**config.mk**
```make
export PLATFORM = sky130hd
export DESIGN_NAME = eqf_coef_bank
export DESIGN_NICKNAME = d
export VERILOG_FILES = /design/src/eqf_pkg.sv /design/src/eqf_req_if.sv /design/src/eqf_apb_port.sv /design/src/eqf_tap_router.sv /design/src/eqf_coef_bank.sv
export SDC_FILE = /design/constraint.sdc
export NUM_CORES = 1
export LEC_CHECK = 0
export BUFFER_PORTS_ARGS = -buffer_cell sky130_fd_sc_hd__buf_4
export CELL_PAD_IN_SITES_DETAIL_PLACEMENT = 1
export CELL_PAD_IN_SITES_GLOBAL_PLACEMENT = 1
export CORE_AREA = 2 2 285 287
export DETAILED_ROUTE_END_ITERATION = 7
export DIE_AREA = 0 0 287 289
export GPL_TIMING_DRIVEN = 0
export PLACE_DENSITY_LB_ADDON = 0.1
export SYNTH_ARGS = -nofsm -noshare
export SYNTH_HDL_FRONTEND = slang
export SYNTH_HIERARCHICAL = 1
export SYNTH_SLANG_ARGS = --single-unit
export TNS_END_PERCENT = 1
```
**constraint.sdc**
```tcl
create_clock -name pclk -period 2.05 [get_ports pclk]
set_input_delay 0.205 -clock pclk [delete_from_list [all_inputs] [get_ports pclk]]
set_output_delay 0.205 -clock pclk [all_outputs]
set_load 0.03 [all_outputs]
```
**src/eqf_pkg.sv**
```systemverilog
// Package for the equalizer FIR coefficient bank: register indices,
// field layout, reset values and tap positions.
// Assumes a 32-bit APB bus where each register index is one word.
package eqf_pkg;

    // Register word index width and APB byte address width.
    localparam int EQF_IDX_W   = 12;
    localparam int EQF_ADDR_W  = EQF_IDX_W + 2;
    localparam int EQF_DATA_W  = 32;
    localparam int EQF_REG_W   = 16;

    // Coefficient field and tap geometry.
    localparam int EQF_COEF_MSB = 11;
    localparam int EQF_COEF_W   = EQF_COEF_MSB + 1;
    localparam int EQF_TAP_W    = 18;
    localparam int EQF_NUM_TAPS = 9;
    localparam int EQF_CENTER   = 4;
    localparam int EQF_NUM_COEF = 6;

    // Coefficient register indices, entry 5 first, entry 0 last.
    localparam logic [EQF_NUM_COEF-1:0][EQF_IDX_W-1:0] EQF_COEF_IDX = {
        12'h44A, 12'h448, 12'h429, 12'h427, 12'h425, 12'h423
    };
    // Zero-based filter tap position served by each entry.
    localparam logic [EQF_NUM_COEF-1:0][3:0] EQF_COEF_POS = {
        4'h1, 4'h0, 4'h8, 4'h7, 4'h6, 4'h5
    };
    // Channel owning each entry: high for channel B.
    localparam logic [EQF_NUM_COEF-1:0] EQF_COEF_CHB = 6'h30;
    localparam logic [EQF_REG_W-1:0]    EQF_COEF_RST = 16'h0000;

    // Mode control and status registers.
    localparam logic [EQF_IDX_W-1:0] EQF_CTRL_IDX  = 12'h460;
    localparam logic [EQF_IDX_W-1:0] EQF_STAT_IDX  = 12'h461;
    localparam int                   EQF_SINGLE_BIT = 0;
    localparam logic                 EQF_SINGLE_RST = 1'b0;

    // Full tap vector of one filter.
    typedef logic [EQF_NUM_TAPS-1:0][EQF_TAP_W-1:0] eqf_taps_t;
    typedef logic [EQF_NUM_COEF-1:0][EQF_REG_W-1:0] eqf_coefs_t;

endpackage : eqf_pkg

```
**src/eqf_req_if.sv**
```systemverilog
// Interface carrying one decoded register request from the APB port
// to the register bank, and the bank's answer back.
// Assumes both ends run on pclk.
`timescale 1ns/1ps
interface eqf_req_if;
    import eqf_pkg::*;

    logic                  wr;
    logic                  bad_align;
    logic [EQF_IDX_W-1:0]  idx;
    logic [EQF_REG_W-1:0]  wdata;
    logic [1:0]            strb;
    logic [EQF_DATA_W-1:0] rdata;
    logic                  err;

    modport port (output wr, bad_align, idx, wdata, strb, input rdata, err);
    modport bank (input wr, bad_align, idx, wdata, strb, output rdata, err);

endinterface : eqf_req_if

```
**src/eqf_apb_port.sv**
```systemverilog
// APB slave front end for the coefficient bank.
// Assumes an APB master on pclk; answers with no wait state.
`timescale 1ns/1ps
module eqf_apb_port
    import eqf_pkg::*;
(
    // Clock and reset.
    input  wire logic                  pclk,
    input  wire logic                  presetn,
    // APB slave.
    input  wire logic                  psel,
    input  wire logic                  penable,
    input  wire logic                  pwrite,
    input  wire logic [EQF_ADDR_W-1:0] paddr,
    input  wire logic [EQF_DATA_W-1:0] pwdata,
    input  wire logic [3:0]            pstrb,
    output logic      [EQF_DATA_W-1:0] prdata,
    output logic                       pready,
    output logic                       pslverr,
    // Request toward the bank.
    eqf_req_if.port                    req
);
    logic [EQF_DATA_W-1:0] prdata_q;
    logic                  pslverr_q;
    wire                   setup_ph = psel & ~penable;

    // Decode is continuous; the write fires only on the access edge.
    assign req.idx       = paddr[EQF_ADDR_W-1:2];
    assign req.bad_align = |paddr[1:0];
    assign req.wdata     = pwdata[EQF_REG_W-1:0];
    assign req.strb      = pstrb[1:0];
    assign req.wr        = psel & penable & pwrite;
    assign pready        = 1'b1;
    assign prdata        = prdata_q;
    assign pslverr       = pslverr_q & psel & penable;

    // Answer is captured in setup so it stands stable through access.
    always_ff @(posedge pclk or negedge presetn)
    begin
        if (!presetn)
        begin
            prdata_q  <= 32'h00000000;
            pslverr_q <= 1'b0;
        end
        else if (setup_ph)
        begin
            prdata_q  <= pwrite ? 32'h00000000 : req.rdata;
            pslverr_q <= req.err;
        end
    end

endmodule : eqf_apb_port

```
**src/eqf_tap_router.sv**
```systemverilog
// Routes the stored coefficients into the two nine-tap filter vectors.
// Assumes the remaining taps arrive full width from logic on pclk.
`timescale 1ns/1ps
module eqf_tap_router
    import eqf_pkg::*;
(
    // Clock and reset.
    input  wire logic       pclk,
    input  wire logic       presetn,
    // Mode and stored coefficients.
    input  wire logic       single_mode,
    input  eqf_pkg::eqf_coefs_t coefs,
    // Taps held elsewhere.
    input  eqf_pkg::eqf_taps_t  ext_a_taps,
    input  eqf_pkg::eqf_taps_t  ext_b_taps,
    // Filter coefficient outputs.
    output eqf_pkg::eqf_taps_t  filt_a_taps,
    output eqf_pkg::eqf_taps_t  filt_b_taps,
    output logic                filt_b_en
);
    eqf_taps_t a_d;
    eqf_taps_t b_d;

    // Each owned tap replaces the outside value with its sign-extended field.
    always_comb
    begin
        a_d = ext_a_taps;
        b_d = ext_b_taps;
        for (int i = 0; i < EQF_NUM_COEF; i++)
        begin
            if (EQF_COEF_CHB[i])
                b_d[EQF_COEF_POS[i]] = {{(EQF_TAP_W-EQF_COEF_W){coefs[i][EQF_COEF_MSB]}},
                                        coefs[i][EQF_COEF_MSB:0]};
            else
                a_d[EQF_COEF_POS[i]] = {{(EQF_TAP_W-EQF_COEF_W){coefs[i][EQF_COEF_MSB]}},
                                        coefs[i][EQF_COEF_MSB:0]};
        end
        if (single_mode)
            b_d = '0;
    end

    // Outputs are registered so the filter sees one coherent set per edge.
    always_ff @(posedge pclk or negedge presetn)
    begin
        if (!presetn)
        begin
            filt_a_taps <= '0;
            filt_b_taps <= '0;
            filt_b_en   <= 1'b0;
        end
        else
        begin
            filt_a_taps <= a_d;
            filt_b_taps <= b_d;
            filt_b_en   <= ~single_mode;
        end
    end

endmodule : eqf_tap_router

```
**src/eqf_coef_bank.sv**
```systemverilog
// Top of the equalizer FIR coefficient bank: APB register file holding
// channel-A taps six to nine and channel-B taps one and two, plus mode.
// Assumes one 100 MHz pclk domain and an APB master on that clock.
//
// Summary of operation
// - Bits 11:0 of each non-center tap register are signed two's complement.
// - All tap coefficient registers clear to zero on reset.
// - Channel-A set drives filter A in dual mode, the shared filter in single.
// - Channel-A registers five to eight feed tap positions six to nine.
// - Channel-B set feeds filter B in dual mode only; index zero first tap.
// - Each filter has nine taps; center tap eighteen bits, others twelve.
//
// The APB interface to the registers is this design's own decision.
`timescale 1ns/1ps
module eqf_coef_bank
    import eqf_pkg::*;
(
    // Clock and reset.
    input  wire logic                  pclk,
    input  wire logic                  presetn,
    // APB slave.
    input  wire logic                  psel,
    input  wire logic                  penable,
    input  wire logic                  pwrite,
    input  wire logic [EQF_ADDR_W-1:0] paddr,
    input  wire logic [EQF_DATA_W-1:0] pwdata,
    input  wire logic [3:0]            pstrb,
    output logic      [EQF_DATA_W-1:0] prdata,
    output logic                       pready,
    output logic                       pslverr,
    // Taps stored outside this bank.
    input  eqf_pkg::eqf_taps_t         ext_a_taps,
    input  eqf_pkg::eqf_taps_t         ext_b_taps,
    // Coefficient vectors for the filters.
    output eqf_pkg::eqf_taps_t         filt_a_taps,
    output eqf_pkg::eqf_taps_t         filt_b_taps,
    output logic                       filt_b_en,
    output logic                       single_mode
);
    import eqf_pkg::*;

    eqf_req_if req ();

    eqf_coefs_t            coef_q;
    logic                  single_q;
    logic [EQF_NUM_COEF-1:0] coef_hit;
    logic [EQF_NUM_COEF-1:0][EQF_REG_W-1:0] coef_rd;
    logic [EQF_REG_W-1:0]  coef_rd_any;
    wire                   ctrl_hit;
    wire                   stat_hit;
    wire                   any_hit;
    wire  [EQF_REG_W-1:0]  stat_word;

    // Bus front end; it answers every transfer with no wait state.
    eqf_apb_port u_apb (
        .pclk    (pclk),
        .presetn (presetn),
        .psel    (psel),
        .penable (penable),
        .pwrite  (pwrite),
        .paddr   (paddr),
        .pwdata  (pwdata),
        .pstrb   (pstrb),
        .prdata  (prdata),
        .pready  (pready),
        .pslverr (pslverr),
        .req     (req.port)
    );

    // One coefficient register per entry. The whole 16-bit word is stored,
    // since the upper nibble is read/write even though no logic uses it.
    // Byte strobes let software update the low byte of a tap alone.
    generate
        for (genvar g = 0; g < EQF_NUM_COEF; g++)
        begin : g_coef
            assign coef_hit[g] = ~req.bad_align & (req.idx == EQF_COEF_IDX[g]);
            assign coef_rd[g]  = coef_hit[g] ? coef_q[g] : 16'h0000;

            always_ff @(posedge pclk or negedge presetn)
            begin
                if (!presetn)
                    coef_q[g] <= EQF_COEF_RST;
                else if (req.wr && coef_hit[g])
                begin
                    if (req.strb[0])
                        coef_q[g][7:0] <= req.wdata[7:0];
                    if (req.strb[1])
                        coef_q[g][15:8] <= req.wdata[15:8];
                end
            end
        end
    endgenerate

    // Read selection: at most one hit is high, so an OR reduction is a mux.
    always_comb
    begin
        coef_rd_any = 16'h0000;
        for (int i = 0; i < EQF_NUM_COEF; i++)
            coef_rd_any = coef_rd_any | coef_rd[i];
    end

    // Control and status decode; status mirrors the mode the filters see.
    assign ctrl_hit  = ~req.bad_align & (req.idx == EQF_CTRL_IDX);
    assign stat_hit  = ~req.bad_align & (req.idx == EQF_STAT_IDX);
    assign any_hit   = (|coef_hit) | ctrl_hit | stat_hit;
    assign stat_word = {14'h0000, filt_b_en, single_mode};

    // Unmapped or misaligned addresses answer with an error and store nothing.
    assign req.err   = ~any_hit;
    assign req.rdata = {16'h0000,
                        coef_rd_any
                        | (ctrl_hit ? {15'h0000, single_q} : 16'h0000)
                        | (stat_hit ? stat_word : 16'h0000)};

    // Mode bit: low selects dual channel, high selects single channel.
    // The status register is read-only, so writes to it are dropped.
    always_ff @(posedge pclk or negedge presetn)
    begin
        if (!presetn)
            single_q <= EQF_SINGLE_RST;
        else if (req.wr && ctrl_hit && req.strb[0])
            single_q <= req.wdata[EQF_SINGLE_BIT];
    end

    assign single_mode = single_q;

    // Tap routing. Entries carry their own tap position, so channel-A
    // registers five to eight land on taps six to nine in either mode,
    // the channel-B pair lands on taps one and two, and each 12-bit field
    // is sign-extended into the 18-bit lane that the center tap needs.
    // The router also blanks filter B whenever single mode is selected.
    eqf_tap_router u_route (
        .pclk        (pclk),
        .presetn     (presetn),
        .single_mode (single_q),
        .coefs       (coef_q),
        .ext_a_taps  (ext_a_taps),
        .ext_b_taps  (ext_b_taps),
        .filt_a_taps (filt_a_taps),
        .filt_b_taps (filt_b_taps),
        .filt_b_en   (filt_b_en)
    );

endmodule : eqf_coef_bank

```
==> results of run 1 <==
==> final cells by class <==
cell class | instances | area, um2
sequential | 419 | 10500
inverter | 2 | 7.51
multi-input combinational | 476 | 4070
fill | 8701 | 54600
clock buffer | 81 | 1590
timing repair buffer | 820 | 6830
buffer | 107 | 781
clock inverter | 17 | 190
tap | 1060 | 1330
antenna | 2 | 5.00
==> power groups by stage <==
stage	clock [mW]	combinational [mW]	sequential [mW]
final	9.59	2.48	8.63
after global routing	10.3	2.65	8.65
after CTS	9.93	2.53	8.63
after detailed placement	0	2.11	8.77
after global placement	0	2.09	8.77
after floorplan	0	0.336	9.29
==> cells by family after synthesis <==
| family | Yosys count | synth area share, % |
|---|---|---|
| buffers and inverters | 109 | 5.07 |
| AO/OA/AOI/OAI | 47 | 2.28 |
| other | 2 | 0.0493 |
| AND/OR/NAND/NOR | 250 | 11.0 |
| multiplexers | 162 | 12.7 |
| flip-flops | 419 | 68.8 |
==> flip-flops by register name, indices dropped and copies added (netlist names) <==
| signal | flops |
|---|---|
| u_route/filt_b_taps | 150 |
| u_apb/pslverr_q | 1 |
| u_route/filt_a_taps | 138 |
| u_route/filt_b_en | 1 |
| single_mode | 1 |
| coef_q | 96 |
| u_apb/prdata | 32 |
==> worst max path at each step <==
stage,from,cells past startpoint,to
final,pwrite,7,coef_q[92]
after global routing,pwrite,7,coef_q[92]
after CTS,pwrite,7,coef_q[86]
after detailed placement,paddr[4],8,u_apb/prdata[13]
after global placement,presetn,1,u_route/filt_b_taps[114]
after floorplan,paddr[1],7,coef_q[16]
==> repair_timing <==
| action | CTS | global route |
|---|---|---|
| hold endpoints to repair | 400 | 0 |
| pin swaps | 3 | 0 |
| setup endpoints to repair | 100 | 161 |
| hold buffers | 234 | 0 |
| setup buffers | 1 | 1 |
| resized for setup | 11 | 3 |
==> cell usage in the layout, fill, tap and decap left out, types with 14 or more instances in the layout <==
| master | synthesis | layout |
|---|---|---|
| mux2_4 | 38 | 38 |
| buf_4 | 68 | 652 |
| nor2b_1 | 152 | 152 |
| mux2i_1 | 23 | 23 |
| dfrtp_1 | 419 | 419 |
| conb_1 | 2 | 17 |
| buf_2 | 16 | 14 |
| clkbuf_1 | 16 | 25 |
| dlygate4sd3_1 | 0 | 234 |
| mux2_2 | 99 | 99 |
| and2b_1 | 32 | 32 |
| clkbuf_16 | 0 | 55 |
==> critical path, delay by kind of cell <==
kind	cells	cell delay, ns
muxes	1	0.57
buffers and inverters	2	0.34
and+or+nand+nor	4	1.51
==> per-stage QoR <==
stage / TNS (ns) / instance area [um2] / cells
floorplan: 0 / 15300 / 1004
detailed placement: -88.79 / 21100 / 2648
global route: -3.67 / 25300 / 2983
global placement: -1719.92 / 21000 / 2645
finish: -1.42 / 25300 / 2984
CTS: -4.05 / 25300 / 2981
==> per-layer routing <==
layer / wire length, um / GRT usage [%] / part of all wire [%]
met5: 24 / 0 / 0.034
met4: 2210 / 5.43 / 3.2
met3: 8090 / 8.42 / 12
met2: 31600 / 26.3 / 45
met1: 28100 / 19.9 / 40
==> results.sh, run 1 <==
export IMPL_status="finished with violations"
export IMPL_violations="setup timing"
export IMPL_slew_violations=0
export IMPL_p_sw_share_pct=25.7
export IMPL_hold_viol=0
export IMPL_hold_slack_ns=0.129
export IMPL_syn_to_final_growth_pct=66.0
export IMPL_cap_violations=0
export IMPL_antenna_found_initial=9
export IMPL_grtUsageTotal_pct=16.8
export IMPL_htreeDepth=2
export IMPL_grt_pass1_vias=13214
export IMPL_port_buffers=581
export IMPL_cts_tree="done"
export IMPL_io_pins=739
export IMPL_yosysMostFrequentCell="dfrtp_1"
export IMPL_synth_seq_cells=419
export IMPL_final_util_pct=31.7
export IMPL_vias=11220
export IMPL_crit_type="primary input to register"
export IMPL_gp_congestion=0.835
export IMPL_die_area_mm2=0.0829
export IMPL_grt_pass1_wl_um=98800
export IMPL_cpPeakStageDelay_ns=0.72
export IMPL_yosys_warnings=6
export IMPL_p_leak_nw=12.5
export IMPL_seq_power_share_pct=41.7
export IMPL_syn_inst=989
export IMPL_die_h_um=289
export IMPL_p_per_area_mw_per_mm2=818
export IMPL_cellInternalPower_mw=15.4
export IMPL_wl_per_cell_um=23.4
export IMPL_max_freq_ghz=0.465
export IMPL_synth_edf_count=0
export IMPL_synth_area_leader_cell="dfrtp_1"
export IMPL_cp_cell_sequence="buf_4, buf_2, and3_2, nand2_1, nor3b_1, nand4_1, mux2_2"
export IMPL_core_area_mm2=0.0799
export IMPL_rsz0062_at_grt="true"
export IMPL_path_clk_slew_ns=0.06
export IMPL_cp_start_kind="primary input"
export IMPL_cpMaxStageDelayCell="nand4_1"
export IMPL_hp_class="primary input to asynchronous set/reset pin"
export IMPL_fin_skew_ns=0.0237
export IMPL_detail_route_antenna_nets=0
export IMPL_die_x_um=287
export IMPL_drive_gt1_share_pct=48.0
export IMPL_relSlewSlack_pct=22.9
export IMPL_clock_path_buffers=3
export IMPL_timing_rr_end="u_route/filt_b_taps[27]"
export IMPL_async_flop_share_pct=100
export IMPL_routed_wl_um=70000
export IMPL_synth_area_top_cells="dfrtp_1 (69%), mux2_2 (7.3%), nor2b_1 (6.2%)"
export IMPL_clk_latency_ns=0.61
export IMPL_ys_seq_area_share_pct=68.8
export IMPL_grt_start_max_net_pins=115
export IMPL_drt_pass1_iterations=4
export IMPL_clkPwrFrac_pct=46.3
export IMPL_synth_common_cells="dfrtp_1 (419), nor2b_1 (152), mux2_2 (99), buf_4 (68), mux2_4 (38)"
export IMPL_root_buffer="clkbuf_16"
export IMPL_synth_ff_type="dfrtp_1"
export IMPL_critPathRequiredTime_ns=2.53
export IMPL_syn_avg_cell_area_um2=15.4
export IMPL_layout_nets=2259
export IMPL_drt_initial_drc_count=334
export IMPL_grt_ovfl_total=0
export IMPL_post_place_ws_ns=-1.28
export IMPL_drc=0
export IMPL_row_count=104
export IMPL_arrival_ns=2.63
export IMPL_r2r_cells=2
export IMPL_endpoint_kind="register"
export IMPL_synth_distinct_cells=52
export IMPL_cts_buffers=54
export IMPL_p_comb_share_pct=12.0
export IMPL_switchingPower_mw=5.31
export IMPL_tightest_slew_ns=1.15
export IMPL_numClockSinks=419
export IMPL_r2r_slack_ns=0.18
export IMPL_rr_startpoint="single_mode"
export IMPL_fin_crit_ns=2.15
export IMPL_power_total_mw=20.7
export IMPL_initial_core_util_pct=19.1
export IMPL_hpwl_um=53200
export IMPL_ir_worst_vdd_v=0.000598
export IMPL_period_share_pct=105
export IMPL_setup_viol=16
export IMPL_synth_top_area_share_pct=68.8
export IMPL_syn_area_mm2=0.0152
export IMPL_fin_ws_ns=-0.103
export IMPL_via_per_inst=3.76
export IMPL_path_max_fanout=10
(Power assumes the default switching activity.)
==> run 2: changes to the inputs <==
--- a/config.mk
+++ b/config.mk
@@ -12,7 +12,7 @@
 export DETAILED_ROUTE_END_ITERATION = 7
 export DIE_AREA = 0 0 287 289
 export GPL_TIMING_DRIVEN = 0
-export PLACE_DENSITY_LB_ADDON = 0.1
+export PLACE_DENSITY = 0.57
 export SYNTH_ARGS = -nofsm -noshare
 export SYNTH_HDL_FRONTEND = slang
 export SYNTH_HIERARCHICAL = 1
==> run 2 against run 1 <==
Against the previous run:
- the run still ends with setup timing left
- fmax up 4.1%
- cell count down 0.20%
- power down 2.9%
- count of clock-buffer cells in the layout down 11
- clock power down 6.4%
- global-route usage down 0.71 points
- sequential share of layout area up 0.15 points
- non-clock buffer count up 2
- core utilization down 0.11 points
- via count up 0.80%
- sequential power about the same
- combinational power about the same
- critical endpoint is now coef_q[90]
==> results.sh, run 2 (same netlist as run 1, synthesis figures left out) <==
export IMPL_mostFrequentLayoutCells="buf_4 (651), dfrtp_1 (418), dlygate4sd3_1 (236)"
export IMPL_drive_gt1_share_pct=48.3
export IMPL_drc=0
export IMPL_via_per_inst=3.80
export IMPL_port_buffers=581
export IMPL_p_per_area_mw_per_mm2=797
export IMPL_stdcell_area_mm2=0.0252
export IMPL_endpoint_kind="register"
export IMPL_grt_start_max_net_pins=116
export IMPL_io_pins=739
export IMPL_row_count=104
export IMPL_wl_per_cell_um=22.8
export IMPL_vias=11310
export IMPL_fin_ws_ns=-0.0171
export IMPL_hpwl_um=50800
export IMPL_violations="setup timing"
export IMPL_largest_register="u_route/filt_b_taps"
export IMPL_core_area_mm2=0.0799
export IMPL_arrival_ns=2.53
export IMPL_cp_start_kind="primary input"
export IMPL_drt_pass1_iterations=4
export IMPL_path_clk_slew_ns=0.06
export IMPL_cts_buffers=51
export IMPL_cts_tree="done"
export IMPL_rsz0062_at_grt="true"
export IMPL_antenna_found_initial=6
export IMPL_cap_violations=0
export IMPL_place_area_mm2=0.0211
export IMPL_fin_skew_ns=0.0126
export IMPL_detail_route_antenna_nets=0
export IMPL_clk_latency_ns=0.60
export IMPL_fin_crit_ns=2.07
export IMPL_routed_wl_um=67900
export IMPL_clock_path_buffers=3
export IMPL_hold_viol=0
export IMPL_setup_viol=8
export IMPL_grt_pass1_vias=13196
export IMPL_ir_worst_vdd_v=0.000443
export IMPL_numClockSinks=419
export IMPL_grt_pass1_wl_um=95900
export IMPL_drt_initial_drc_count=331
export IMPL_period_share_pct=101
export IMPL_p_leak_nw=12.4
export IMPL_crit_type="primary input to register"
export IMPL_hp_class="primary input to register"
export IMPL_reg_largest_list="u_route/filt_b_taps: 150 flops, u_route/filt_a_taps: 138 flops, coef_q: 96 flops"
export IMPL_die_h_um=289
export IMPL_path_max_fanout=10
export IMPL_initial_core_util_pct=19.1
export IMPL_max_freq_ghz=0.484
export IMPL_grtUsageTotal_pct=16.1
export IMPL_dpl_cell_count=2649
export IMPL_die_area_mm2=0.0829
export IMPL_layout_commonest_cell="buf_4"
export IMPL_die_x_um=287
export IMPL_instances_no_fill=2978
export IMPL_relSlewSlack_pct=18.6
export IMPL_critPathRequiredTime_ns=2.52
export IMPL_post_place_ws_ns=-1.23
export IMPL_root_buffer="clkbuf_16"
export IMPL_tightest_slew_ns=1.22
export IMPL_gp_congestion=0.902
export IMPL_status="finished with violations"
export IMPL_syn_to_final_growth_pct=65.4
export IMPL_slew_violations=0
export IMPL_layout_nets=2258
export IMPL_largest_reg_flops=150
export IMPL_nFillCells=8758
export IMPL_grt_ovfl_total=0
export IMPL_htreeDepth=2
==> run 2: changes by cell type in the layout (fill, tap and decap cells not counted), sizes merged <==
| cell | before | now |
|---|---|---|
| buf | 678 | 677 |
| bufinv | 3 | 2 |
| clkbuf | 96 | 86 |
| clkinv | 8 | 11 |
| clkinvlp | 3 | 7 |
| diode | 2 | 1 |
| dlygate4sd3 | 234 | 236 |
| inv | 5 | 3 |
==> run 2: critical path: stages <==
cell and delay (ns):
buf_4 0.14, buf_2 0.25, and3_2 0.27, nand2_1 0.26, nor3b_1 0.28, nand4_1 0.61
mux2_2 0.51
==> run 2: layout make-up <==
type	instances	area, um2	share of cell area [%]
repair buffers	823	6860	27.2
well taps	1060	1330	5.26
clock buffers	70	1460	5.78
diodes	1	2.50	0.00993
inverters	2	7.51	0.0298
multi-input cells	476	4080	16.2
flip-flops and latches	419	10500	41.6
clock inverters	21	203	0.804
plain buffers	106	776	3.08
==> run 2: path summary, 6_finish.rpt <==
| path | from | to | slack (ns) | cells past startpoint |
|---|---|---|---|---|
| setup / recovery | pwrite | coef_q[90] | -0.02 | 7 |
| hold / removal | penable | u_apb/pslverr_q | 0.16 | 4 |
| setup reg to reg | coef_q[34] | u_apb/prdata[2] | 0.34 | 5 |
| hold reg to reg | coef_q[41] | u_route/filt_a_taps[135] | 0.39 | 0 |
| max in group asynchronous | presetn | u_route/filt_a_taps[64] | 0.25 | 5 |
| min in group asynchronous | presetn | u_apb/prdata[12] | 0.55 | 3 |
==> run 2: report_power, final <==
| group | internal [mW] | switching, mW |
|---|---|---|
| combinational | 1.13 | 1.33 |
| sequential | 8.53 | 0.127 |
| clock | 5.22 | 3.76 |
==> run 2: stage by stage <==
| step | hold slack, ns | TNS [ns] | utilization (%) | power (mW) |
|---|---|---|---|---|
| finish | 0.156 | -0.0812 | 31.5 | 20.1 |
| global route | 0.146 | -0.723 | 31.5 | 20.9 |
| CTS | 0.115 | -1.99 | 31.5 | 20.4 |
| detailed placement | 0.0402 | -77.47 | 26.4 | 10.9 |
| global placement | 0.315 | -1548.32 | 26.3 | 10.8 |
| floorplan | -0.0906 | 0 | - | 9.63 |
==> run 2: layer usage <==
metal / share of wire (%) / track usage [%] / wire, um
met1: 44 / 21.4 / 30000
met2: 45 / 24.9 / 30400
met3: 9.2 / 5.65 / 6250
met4: 2.0 / 3.82 / 1340
met5: 0.019 / 0 / 13
==> run 2: timing repair <==
item,4_1_cts,5_1_grt
endpoints found under the setup margin,77,70
hold buffers,236,0
setup buffers,0,2
hold endpoints to repair,426,0
gates resized for setup,9,8
pin swaps,3,0
==> run 3: changes to the inputs <==
--- a/config.mk
+++ b/config.mk
@@ -13,6 +13,7 @@
 export DIE_AREA = 0 0 287 289
 export GPL_TIMING_DRIVEN = 0
 export PLACE_DENSITY = 0.57
+export RECOVER_POWER = 50
 export SYNTH_ARGS = -nofsm -noshare
 export SYNTH_HDL_FRONTEND = slang
 export SYNTH_HIERARCHICAL = 1
==> run 3 against run 2 <==
Against the previous run:
- the run still ends with setup timing left
- hold slack worse by 0.0019 ns
- cell count stayed put
- first-iteration DRC count is 8.8% higher
- combinational power is 10% lower
- sequential power hardly changed
- clock skew is 0.0037 ns lower
- clock power hardly changed
- global-route usage stayed put
- largest power group unchanged
- highest routed layer unchanged
==> results.sh, run 3 (same netlist as run 1, synthesis figures left out) <==
export IMPL_syn_to_final_growth_pct=57.7
export IMPL_port_buffers=581
export IMPL_initial_core_util_pct=19.1
export IMPL_fin_crit_ns=2.11
export IMPL_cellInternalPower_mw=14.6
export IMPL_p_comb_share_pct=11.1
export IMPL_mostFrequentLayoutCells="dfrtp_1 (419), clkbuf_1 (318), buf_4 (264)"
export IMPL_seq_power_share_pct=43.6
export IMPL_critPathRequiredTime_ns=2.52
export IMPL_crit_type="primary input to register"
export IMPL_die_h_um=289
export IMPL_ir_worst_vdd_v=0.000444
export IMPL_numClockSinks=419
export IMPL_arrival_ns=2.58
export IMPL_cts_buffers=51
export IMPL_die_area_mm2=0.0829
export IMPL_clk_latency_ns=0.60
export IMPL_endpoint_kind="register"
export IMPL_die_x_um=287
export IMPL_switchingPower_mw=5.19
export IMPL_hpwl_um=50800
export IMPL_path_delay_family="simple AND/OR/NAND/NOR gates"
export IMPL_max_freq_ghz=0.473
export IMPL_p_leak_nw=11.2
export IMPL_period_share_pct=103
export IMPL_relSlewSlack_pct=20.0
export IMPL_path_max_fanout=10
export IMPL_p_per_area_mw_per_mm2=825
export IMPL_path_clk_slew_ns=0.06
export IMPL_grt_pass1_wl_um=95900
export IMPL_via_per_inst=3.79
export IMPL_row_count=104
export IMPL_reg_largest_list="u_route/filt_b_taps: 150 flops, u_route/filt_a_taps: 138 flops, coef_q: 96 flops"
export IMPL_cts_tree="done"
export IMPL_tns_ns=-0.468
export IMPL_drt_pass1_iterations=4
export IMPL_htreeDepth=2
export IMPL_tightest_slew_ns=1.20
export IMPL_violations="setup timing"
export IMPL_rsz0062_at_grt="true"
export IMPL_core_area_mm2=0.0799
export IMPL_p_sw_share_pct=26.2
export IMPL_slew_violations=0
export IMPL_root_buffer="clkbuf_16"
export IMPL_hold_viol=0
export IMPL_detail_route_antenna_nets=0
export IMPL_status="finished with violations"
export IMPL_cp_start_kind="primary input"
export IMPL_fin_skew_ns=0.00887
export IMPL_routed_wl_um=67800
export IMPL_setup_viol=8
export IMPL_cpPeakStageDelay_ns=0.64
export IMPL_io_pins=739
export IMPL_grt_pass1_vias=13196
export IMPL_antenna_found_initial=6
export IMPL_clkPwrFrac_pct=45.3
export IMPL_final_util_pct=30.1
export IMPL_layout_commonest_cell="dfrtp_1"
export IMPL_drive_gt1_share_pct=31.9
export IMPL_hp_class="primary input to register"
export IMPL_grtUsageTotal_pct=16.1
export IMPL_fin_ws_ns=-0.0647
export IMPL_grt_ovfl_total=0
export IMPL_gp_congestion=0.902
export IMPL_largest_reg_flops=150
export IMPL_post_place_ws_ns=-1.23
export IMPL_crit_buf_inv=2
export IMPL_cp_cell_sequence="buf_4, buf_2, and3_2, nand2_1, nor3b_1, nand4_1, mux2_2"
export IMPL_cpMaxStageDelayCell="nand4_1"
export IMPL_layout_nets=2258
export IMPL_clock_path_buffers=3
export IMPL_grt_start_max_net_pins=116
export IMPL_largest_register="u_route/filt_b_taps"
export IMPL_wl_per_cell_um=22.8
export IMPL_cap_violations=0
export IMPL_drt_initial_drc_count=360
export IMPL_vias=11277
export IMPL_drc=0
==> run 3: changes by cell type in the layout (fill, tap and decap cells not counted), sizes merged <==
cell,change
buf,-393
clkbuf,+393
==> run 3: worst min-delay path, stage by stage <==
cell and delay [ns]:
buf_4 0.10, nor2b_4 0.04, buf_6 0.14, mux2_2 0.22
==> run 3: worst paths after layout <==
path / startpoint / to / slack [ns] / cells past startpoint
max reg2reg: single_mode / u_route/filt_b_taps[116] / 0.16 / 3
min: penable / u_apb/pslverr_q / 0.15 / 4
min in group asynchronous: presetn / u_apb/prdata[12] / 0.55 / 3
min reg2reg: coef_q[41] / u_route/filt_a_taps[135] / 0.39 / 0
max in group asynchronous: presetn / u_route/filt_a_taps[64] / 0.27 / 5
max: pwrite / coef_q[90] / -0.06 / 7
==> run 3: power by group through the flow <==
stage	clock network [mW]	logic [mW]	registers, mW
floorplan	0	0.336	9.29
global placement	0	2.02	8.80
detailed placement	0	2.07	8.79
CTS	9.28	2.47	8.65
global route	9.64	2.35	8.67
finish	8.98	2.20	8.65
==> run 3: metrics by stage <==
step | hold slack [ns] | instance area, um2 | cells | total power [mW]
finish | 0.154 | 24000 | 2978 | 19.8
global route | 0.146 | 24000 | 2978 | 20.7
CTS | 0.115 | 25100 | 2975 | 20.4
detailed placement | 0.0402 | 21100 | 2649 | 10.9
global placement | 0.315 | 21000 | 2645 | 10.8
floorplan | -0.0906 | 15300 | 1004 | 9.63
==> run 3: repair_timing <==
| item | 4_1_cts | 5_1_grt |
|---|---|---|
| pin swaps | 3 | 0 |
| buffers inserted | 0 | 2 |
| endpoints found under the setup margin | 77 | 70 |
| endpoints found under the hold margin | 426 | 0 |
| hold buffers | 236 | 0 |
| resized for setup | 9 | 8 |
==> run 3: layout make-up <==
cell class                 instances  area, um2
multi-input combinational        476       4030
clock buffer                      70       1460
sequential                       419      10500
buffer                           106        772
antenna                            1       2.50
clock inverter                    21        203
fill                            8900      55900
timing repair buffer             823       5740
inverter                           2       7.51
tap                             1060       1330
==> run 3: metal layers <==
metal	global-route usage (%)	vias up	wire [um]
li1	-	5012	-
met3	5.65	92	6020
met5	0	-	13
met4	3.82	2	1330
met2	24.9	439	30200
met1	21.4	5732	30200
